===== src/hdl/iwd_map.vh =====
// offsets, command codes and timing constants of the i/o port watchdog
`ifndef IWD_MAP_VH
`define IWD_MAP_VH
`define IWD_PORT_ADDR 16'h0443
`define IWD_ADDR_W 16
`define IWD_DATA_W 8
`define IWD_CMD_REFRESH 8'h01
`define IWD_CMD_DISABLE 8'h00
`define IWD_CLK_HZ 100000000
`define IWD_TIMEOUT_MS 1600
// 1.6 s at the 100 MHz board clock, sized to the counter width
`define IWD_TIMEOUT_CYC 28'h9896800
`define IWD_CNT_W 28
`define IWD_RST_PULSE_CYC 8'h10
`define IWD_STAT_ARMED_BIT 0
`define IWD_STAT_EXPIRED_BIT 1
`define IWD_STAT_ACTION_BIT 2
`endif


===== src/hdl/iwd_sync.v =====
// two-flop synchroniser for one pin-level input
`timescale 1ns/1ps
`default_nettype none
module iwd_sync (
  input wire clk,
  input wire resetn,
  input wire din,
  output wire dout
);
  reg meta_q;
  reg sync_q;

  // first flop feeds only the second one
  always @(posedge clk or negedge resetn) begin
    if (!resetn) begin
      meta_q <= 1'b0;
      sync_q <= 1'b0;
    end else begin
      meta_q <= din;
      sync_q <= meta_q;
    end
  end

  assign dout = sync_q;
endmodule
`default_nettype wire


===== src/hdl/iwd_top.v =====
// i/o port watchdog timer: port decode, countdown and expiry action
//
// Overview of operation
// - port 443 hex decoded; write of 1 refreshes and enables the timer
// - first read of the port arms the watchdog
// - armed timer expires after 1.6 s without a refresh write
// - expiry gives one action: processor reset pulse or interrupt request
// - write of 0 to the port disarms the watchdog
// - board strap selects reset or interrupt as the expiry action
`timescale 1ns/1ps
`default_nettype none
`include "iwd_map.vh"
module iwd_top #(
  parameter [`IWD_CNT_W-1:0] TIMEOUT_CYC = `IWD_TIMEOUT_CYC
) (
  input wire clk,
  input wire resetn,
  input wire [`IWD_ADDR_W-1:0] io_addr,
  input wire [`IWD_DATA_W-1:0] io_wdata,
  input wire io_wr,
  input wire io_rd,
  output reg [`IWD_DATA_W-1:0] io_rdata,
  input wire timeout_action_strap,
  output reg cpu_reset,
  output reg irq11
);
  // state codes of the arming machine
  localparam [1:0] ST_IDLE = 2'h0;
  localparam [1:0] ST_ARMED = 2'h1;
  localparam [1:0] ST_FIRED = 2'h2;
  // pulse length and counter constants, sized to their registers
  localparam [7:0] RST_LEN = `IWD_RST_PULSE_CYC;
  localparam [7:0] RST_ZERO = 8'h00;
  localparam [7:0] RST_ONE = 8'h01;
  localparam [`IWD_CNT_W-1:0] CNT_ZERO = {`IWD_CNT_W{1'b0}};
  localparam [`IWD_CNT_W-1:0] CNT_ONE = {{(`IWD_CNT_W-1){1'b0}}, 1'b1};

  // strap after its synchroniser, and the registered action select
  wire strap_s;
  reg action_q;

  // arming machine
  reg [1:0] state_q;
  reg [1:0] state_d;

  // interval countdown; no prescaler, so the full interval needs 28 bits
  reg [`IWD_CNT_W-1:0] cnt_q;
  reg [`IWD_CNT_W-1:0] cnt_d;

  // expiry actions and the sticky expired flag
  reg [7:0] rst_cnt_q;
  reg [7:0] rst_cnt_d;
  reg cpu_reset_d;
  reg irq11_d;
  reg expired_q;
  reg expired_d;

  // port decode and read path
  wire hit;
  wire wr_one;
  wire wr_zero;
  wire rd_hit;
  wire armed;
  wire timeout;
  wire fire;
  reg [`IWD_DATA_W-1:0] stat_vec;
  wire [`IWD_DATA_W-1:0] rdata_d;
  genvar gi;

  // strap comes from a board jumper, so it is synchronised first
  iwd_sync u_strap (
    .clk(clk),
    .resetn(resetn),
    .din(timeout_action_strap),
    .dout(strap_s)
  );

  // address decode: full 16-bit match only, aliases of the port are ignored
  assign hit = (io_addr == `IWD_PORT_ADDR);
  assign wr_one = hit && io_wr && (io_wdata == `IWD_CMD_REFRESH);
  assign wr_zero = hit && io_wr && (io_wdata == `IWD_CMD_DISABLE);
  assign rd_hit = hit && io_rd;

  // countdown has run out while armed
  assign armed = (state_q == ST_ARMED);
  assign timeout = armed && (cnt_q == CNT_ZERO);
  // a write in the timeout cycle wins, so a late refresh still saves the system
  assign fire = timeout && !wr_one && !wr_zero;

  // arming machine: idle until armed, armed until expiry or disable
  // other written values are ignored, not treated as refresh or disable
  always @* begin
    state_d = state_q;
    case (state_q)
      ST_IDLE: begin
        // a first read or a refresh starts the timer
        if (wr_one || rd_hit) begin
          state_d = ST_ARMED;
        end
      end
      ST_ARMED: begin
        if (wr_zero) begin
          state_d = ST_IDLE;
        end else if (fire) begin
          state_d = ST_FIRED;
        end
      end
      ST_FIRED: begin
        // reads are ignored here; only a write leaves the fired state
        if (wr_zero) begin
          state_d = ST_IDLE;
        end else if (wr_one) begin
          state_d = ST_ARMED;
        end
      end
      default: begin
        state_d = ST_IDLE;
      end
    endcase
  end

  // countdown: reload on arm or refresh, clear on disable, else count down while armed and not yet zero
  always @* begin
    cnt_d = cnt_q;
    case (state_q)
      ST_IDLE: begin
        if (wr_one || rd_hit) begin
          cnt_d = TIMEOUT_CYC - CNT_ONE;
        end
      end
      ST_ARMED: begin
        if (wr_zero) begin
          cnt_d = CNT_ZERO;
        end else if (wr_one) begin
          cnt_d = TIMEOUT_CYC - CNT_ONE;
        end else if (!timeout) begin
          cnt_d = cnt_q - CNT_ONE;
        end
      end
      ST_FIRED: begin
        if (wr_zero) begin
          cnt_d = CNT_ZERO;
        end else if (wr_one) begin
          cnt_d = TIMEOUT_CYC - CNT_ONE;
        end
      end
      default: begin
        cnt_d = CNT_ZERO;
      end
    endcase
  end

  // reset pulse counts down in every state, so a rearm during the pulse
  // cannot leave a stale count that would fire again with a later irq
  always @* begin
    rst_cnt_d = rst_cnt_q;
    cpu_reset_d = 1'b0;
    if (rst_cnt_q != RST_ZERO) begin
      rst_cnt_d = rst_cnt_q - RST_ONE;
      cpu_reset_d = 1'b1;
    end
    if (fire && !action_q) begin
      rst_cnt_d = RST_LEN;
    end
  end

  // irq is a level that waits for software: a write of 0 or 1 drops it
  always @* begin
    irq11_d = irq11;
    if (fire && action_q) begin
      irq11_d = 1'b1;
    end else if (wr_zero || wr_one) begin
      irq11_d = 1'b0;
    end
  end

  // expiry sets the flag; a write of 0 in the timeout cycle blocks the expiry and clears it;
  // a refresh leaves it set so software can still see the expiry
  always @* begin
    expired_d = expired_q;
    if (fire) begin
      expired_d = 1'b1;
    end else if (wr_zero) begin
      expired_d = 1'b0;
    end
  end

  // status word: armed, expired and the action that the strap selects
  always @* begin
    stat_vec = {`IWD_DATA_W{1'b0}};
    stat_vec[`IWD_STAT_ARMED_BIT] = armed;
    stat_vec[`IWD_STAT_EXPIRED_BIT] = expired_q;
    stat_vec[`IWD_STAT_ACTION_BIT] = action_q;
  end

  // read data gated per bit, so an off-port or idle cycle returns zero
  generate
    for (gi = 0; gi < `IWD_DATA_W; gi = gi + 1) begin : g_rdata
      assign rdata_d[gi] = rd_hit & stat_vec[gi];
    end
  endgenerate

  // all state cleared by system reset: disarmed, counter zero
  always @(posedge clk or negedge resetn) begin
    if (!resetn) begin
      state_q <= ST_IDLE;
      cnt_q <= CNT_ZERO;
      rst_cnt_q <= RST_ZERO;
      action_q <= 1'b0;
      expired_q <= 1'b0;
    end else begin
      state_q <= state_d;
      cnt_q <= cnt_d;
      rst_cnt_q <= rst_cnt_d;
      action_q <= strap_s;
      expired_q <= expired_d;
    end
  end

  // outputs straight from flops; reset holds them low
  always @(posedge clk or negedge resetn) begin
    if (!resetn) begin
      cpu_reset <= 1'b0;
      irq11 <= 1'b0;
      io_rdata <= {`IWD_DATA_W{1'b0}};
    end else begin
      cpu_reset <= cpu_reset_d;
      irq11 <= irq11_d;
      io_rdata <= rdata_d;
    end
  end
endmodule
`default_nettype wire


===== config.mk =====
export PLATFORM = sky130hd
export DESIGN_NAME = iwd_top
export DESIGN_NICKNAME = d
export VERILOG_FILES = /design/src/hdl/iwd_sync.v /design/src/hdl/iwd_top.v
export VERILOG_INCLUDE_DIRS = /design/src /design/src/hdl
export SDC_FILE = /design/constraint.sdc
export NUM_CORES = 1
export LEC_CHECK = 0
export BUFFER_PORTS_ARGS = -buffer_cell sky130_fd_sc_hd__buf_4
export CAP_MARGIN = 25
export CORE_MARGIN = 10
export CORE_UTILIZATION = 45
export DETAILED_ROUTE_END_ITERATION = 6
export HOLD_SLACK_MARGIN = 0.08
export PLACE_DENSITY = 0.68
export SLEW_MARGIN = 20
export SYNTH_ARGS = -nofsm -noshare
export SYNTH_HDL_FRONTEND = slang
export SYNTH_SLANG_ARGS = --single-unit

===== constraint.sdc =====
create_clock -name clk -period 2.68 [get_ports clk]
set_input_delay 0.536 -clock clk [delete_from_list [all_inputs] [get_ports clk]]
set_output_delay 0.536 -clock clk [all_outputs]
set_load 0.1 [all_outputs]

### Word level (Yosys, flattened, before mapping)

Index checks and enable logic that the tools add are counted.

| storage, ports and cells | value |
|---|---|
| flip-flop bits (word level) | 47 |
| input port bits | 29 |
| output and inout port bits | 10 |
| word-level logic and storage cells | 66 |

| operators by class | value |
|---|---|
| add/sub/neg operators | 2 |
| equal/unequal tests | 8 |
| muxes and demuxes | 20 |
| bitwise gates (word level) | 3 |
| reductions and logical operators | 23 |

Operators with widths:

| operator | number |
|---|---|
| 28-bit two-way mux | 6 |
| 28-bit one-hot mux with 3 select lines | 1 |
| 28-bit zero test | 1 |
| 28-bit by 1-bit subtractor with 28-bit output (second input constant) | 1 |
| 16-bit by 11-bit == test with 1-bit output (second input constant) | 1 |
| 8-bit two-way mux | 2 |
| 2-bit two-way mux | 5 |
| 1-bit logical AND | 9 |
| 8-bit by 1-bit == test with 1-bit output (second input constant) | 1 |
| 8-bit zero test | 1 |
| 8-bit nonzero test | 1 |
| 8-bit by 1-bit subtractor with 8-bit output (second input constant) | 1 |
| 2-bit one-hot mux with 3 select lines | 1 |
| 3-bit AND reduction | 2 |
| 2-bit nonzero test | 3 |
| 1-bit two-way mux | 5 |
| 4-bit inequality test (second input constant) | 1 |
| 1-bit bitwise AND | 3 |
| 1-bit zero test | 3 |
| 3-bit by 2-bit inequality test with 1-bit output (second input constant) | 1 |
| 3-bit inequality test (second input constant) | 1 |
| 2-bit by 1-bit == test with 1-bit output (second input constant) | 1 |
| 2-bit == test (second input constant) | 1 |
| 2-bit zero test | 1 |
| 2 further kinds | 3 |

### Depth between registers and ports, before layout

| depth | value |
|---|---|
| word-level depth | 9 |
| depth in mapped cells | 10 |
| mapped depth without buffers | 9 |

### Cells and area by module

From an unflattened synthesis, not the netlist that was laid out.

| unflattened totals | value |
|---|---|
| cell total of the unflattened synthesis | 321 |
| area, all modules | 2942.8 um^2 |

Modules (own cells, without submodules):

| module | instances | cells each | area each (um^2) | seq. area each (um^2) |
|---|---|---|---|---|
| iwd_top | 1 | 319 | 2892.8 | 1126.1 |
| iwd_sync | 1 | 2 | 50.0 | 50.0 |

### Worst setup path after synthesis

No wires, ideal clock.

| timing | value |
|---|---|
| path kind | reg2reg |
| start point | register cnt_q[16] |
| end point | register cnt_q[25] |
| library setup time | 83 ps |
| arrival | 2432 ps |
| path slack | 165 ps |
| cell stages (with the launch flop) | 7 |
| path buffers | 0 |
| clock period less this slack | 2515 ps |
| cells stage by stage | dfrtp_1 -> or4_4 -> or4_4 -> or3_4 -> or3_1 -> or3_1 -> o21ai_0 |

| on the way | value |
|---|---|
| cells in the longest elaborated chain, start to end | 5 |
| elaborated cells on any way between the ends | 9 |

RTL lines:

| element | RTL line | source |
|---|---|---|
| start: declaration | iwd_top.v:47 | `` reg [`IWD_CNT_W-1:0] cnt_q; `` |
| start signal: assignment | iwd_top.v:213 | `cnt_q <= cnt_d;` |
| 28-bit by 1-bit subtractor with 28-bit output | iwd_top.v:137 | `cnt_d = cnt_q - CNT_ONE;` |
| 28-bit two-way mux | iwd_top.v:136 | `end else if (!timeout) begin` |
| 28-bit two-way mux | iwd_top.v:134 | `end else if (wr_one) begin` |
| 28-bit two-way mux | iwd_top.v:132 | `if (wr_zero) begin` |
| 28-bit one-hot mux with 3 select lines | iwd_top.v:125 | `case (state_q)` |

Parallel ways exist; a longest one is shown, timed or not. The select of a mux whose other input is x is not followed.
A chain may end at the register's enable or synchronous reset.

### Worst setup path after layout

| timing | value |
|---|---|
| start point | register cnt_q[18] |
| end point | register cnt_q[25] |

The elaborated chain is that of the path after synthesis.

==> results.cfg <==
[hold_path]
min_path_type = in2async

[clocking]
holdBufCountCts = 0
h-tree-depth = 2
worstSkewPairLatency_ns = 0.30
root_buffer = clkbuf_8
cts_buffers = 5
cts.reportedPaths.clkPinSlew_ns = 0.09
clk_path_buf_depth = 2
cts_tree = built
clkSinkCount = 47

[layout]
fin_nets = 375
area_delta_synth_final_pct = 20.41
nFillCells = 526
finalInstanceArea_sq_um = 3203
antenna_cells = 0
drive_above_1_share_pct = 21.51

[placement]
placed_cell_area_sq_um = 3085
place.detailed.hpwl_mm = 4.697
place_ws_ns = 0.07223
numPortBuffers = 33
gp_congestion = 0.7996

[synthesis]
ys.flop_type = dfrtp_1
yosysSeqAreaShare_pct = 44.21
async_flop_share_pct = 100.0
ys.warnings.count = 0
synth.avg_cell_area_sq_um = 8.956
synth_cells = 297
synth_area_sq_um = 2660
ys_seq_elements = 47
synth_cell_types = 54
synth-edff-count = 0

[sta]
fin_skew_ns = 0.009709
hold_viol = 0
maxSlewHeadroom_pct = 59.78
fin_crit_ns = 2.607
max_freq_mhz = 383.6
rsz0062_at_grt = true
tightestPinTransition_ns = 0.6033
drv_slew = 0
setup-violations-final = 0
setup_ws_ns = 0.07316
period_share_pct = 97.27

[worst_setup_path]
worst_setup_path_start_kind = flop
ff2ff_path_depth = 6
worstPathRequired_ns = 2.90
startpoint = cnt_q[18]
cp-end-kind = flop
reg2reg_slack_ns = 0.07
worstSetupPathType = reg2reg
endpoint = cnt_q[25]
reg2reg_to = cnt_q[25]
r2r-start = cnt_q[18]
worst-path-max-fanout = 5
critPathArrivalTime_ns = 2.83

[drt]
top_layer = met4
drtIter0Drc = 188
wl_per_cell_microns = 15.41
wl_met1_mm = 3.086
wl_met2_mm = 2.900
first_pass_iters = 4
final_antenna_net_count = 0
vias = 2419
drc = 0
wl_met3_microns = 362
viasPerCell = 5.815
drt_wl_total_mm = 6.410

[grt]
grt_pass1_wl_mm = 10.96
grt.overflow.total = 0
grt_usage_pct = 13.33
antenna_found_initial = 0
grt_pass1_vias = 2399
grt_max_degree = 48

[floorplanning]
die_h_microns = 96.89
die_area_sq_um = 9387
rows = 27
core-area_sq_um = 5608
top_level_ports = 39
initial_core_util_pct = 47.43
die_w_microns = 96.89

[pwr]
p_leak_nw = 1.412
irDropWorstVdd_mv = 0.2204
report.power.total_w = 0.001261
power_density_nw_per_um2 = 393.7

[status]
status = complete, no violations

[job]
maxCapViolCount = 0
cells in the final DEF (no fill, tap or decap), types with 5 or more instances in the layout:
master | synthesis | routed
nor2_1 | 44 | 44
nor3b_1 | 6 | 6
nand2_1 | 16 | 16
o22a_1 | 6 | 6
a21oi_1 | 10 | 10
conb_1 | 1 | 5
buf_4 | 5 | 52
nor4_1 | 11 | 11
nor3_1 | 15 | 15
clkbuf_8 | 0 | 7
a31oi_1 | 12 | 11
nand3_1 | 8 | 8
inv_1 | 13 | 13
o31a_1 | 6 | 6
dfrtp_1 | 47 | 47
o21ai_0 | 12 | 12
state kept, by name, indices dropped and copies added (netlist names):
register	cells
io_rdata	3
irq11	1
action_q	1
expired_q	1
rst_cnt_q	8
cpu_reset	1
cnt_q	28
state_q	2
u_strap.dout	1
u_strap.meta_q	1
Yosys cell counts, drive strengths merged (5+ instances only):
| cell | count | area (sq um) |
|---|---|---|
| nand2 | 16 | 60.06 |
| nand3 | 8 | 40.04 |
| a21oi | 10 | 50.05 |
| o22a | 7 | 62.56 |
| nor3 | 15 | 75.07 |
| o31a | 6 | 52.55 |
| a31oi | 12 | 75.07 |
| or3 | 5 | 36.28 |
| dfrtp | 47 | 1176 |
| inv | 13 | 48.80 |
| o21ai | 13 | 65.06 |
| buf | 7 | 47.55 |
| nor3b | 6 | 45.04 |
| nor2 | 44 | 165.2 |
| clkbuf | 11 | 41.29 |
| nor4 | 11 | 68.82 |
cells by family (layout without fill, tap and decap cells):
family	after synthesis	in the layout	share of synthesized area [%]
flops	47	47	44.21
fa+ha+maj	3	3	1.411
xor+xnor	5	5	1.646
buf+inv	31	74	5.174
compound gates	72	72	18.86
simple gates	132	132	26.20
other cells	1	5	0.1410
mux	6	6	2.352
per-stage QoR:
| step | instances | util (%) | hold slack [ns] | setup TNS, ns |
|---|---|---|---|---|
| 3_5_place_dp | 407 | 55.02 | 0.3347 | 0 |
| 6_report | 416 | 57.12 | 0.2322 | 0 |
| 5_1_grt | 416 | 57.12 | 0.2861 | -0.01089 |
| 4_1_cts | 415 | 56.81 | 0.2564 | 0 |
| 3_3_place_gp | 407 | 55.02 | 0.3334 | 0 |
| 2_1_floorplan | 301 | - | 0.2404 | 0 |
cell type report:
class | instances | area (sq um) | area share (%)
inverters | 13 | 48.80 | 1.523
multi-input cells | 223 | 1378 | 43.01
well taps | 72 | 90.09 | 2.813
flip-flops and latches | 47 | 1176 | 36.72
repair buffers | 53 | 410.4 | 12.81
clock buffers | 8 | 100.1 | 3.125
worst min path at each step:
| stage | to | slack (ns) | start | depth (start not counted) |
|---|---|---|---|---|
| 5_1_grt | rst_cnt_q[1] | 0.29 | resetn | 1 |
| 3_3_place_gp | action_q | 0.33 | u_strap.dout | 0 |
| 3_5_place_dp | u_strap.dout | 0.33 | u_strap.meta_q | 0 |
| 6_report | state_q[0] | 0.23 | resetn | 1 |
| 2_1_floorplan | action_q | 0.24 | resetn | 0 |
| 4_1_cts | cnt_q[21] | 0.26 | resetn | 1 |
per-layer routing:
| layer | track usage, % | up-vias |
|---|---|---|
| li1 | - | 1179 |
| met1 | 17.51 | 1175 |
| met2 | 20.40 | 60 |
| met3 | 3.903 | 5 |
| met4 | 4.284 | 0 |
| met5 | 0 | - |
where the power goes:
group          switching, W  internal, W   total, W
sequential      0.000000679     0.000711   0.000711
clock              0.000233     0.000236   0.000468
combinational     0.0000530    0.0000284  0.0000813
total              0.000286     0.000975    0.00126
worst max-delay path, stage by stage, from the launching register on:
cell and delay (ns):
dfrtp_1 0.39, or4_4 0.57, or4_4 0.45, or3_4 0.41
or3_1 0.33, or3_1 0.31, o21ai_0 0.08
what timing repair did:
item,4_1_cts,5_1_grt
setup buffers,0,1
resized for setup,0,2
setup endpoints to repair,0,9
(Power assumes the default switching activity.)
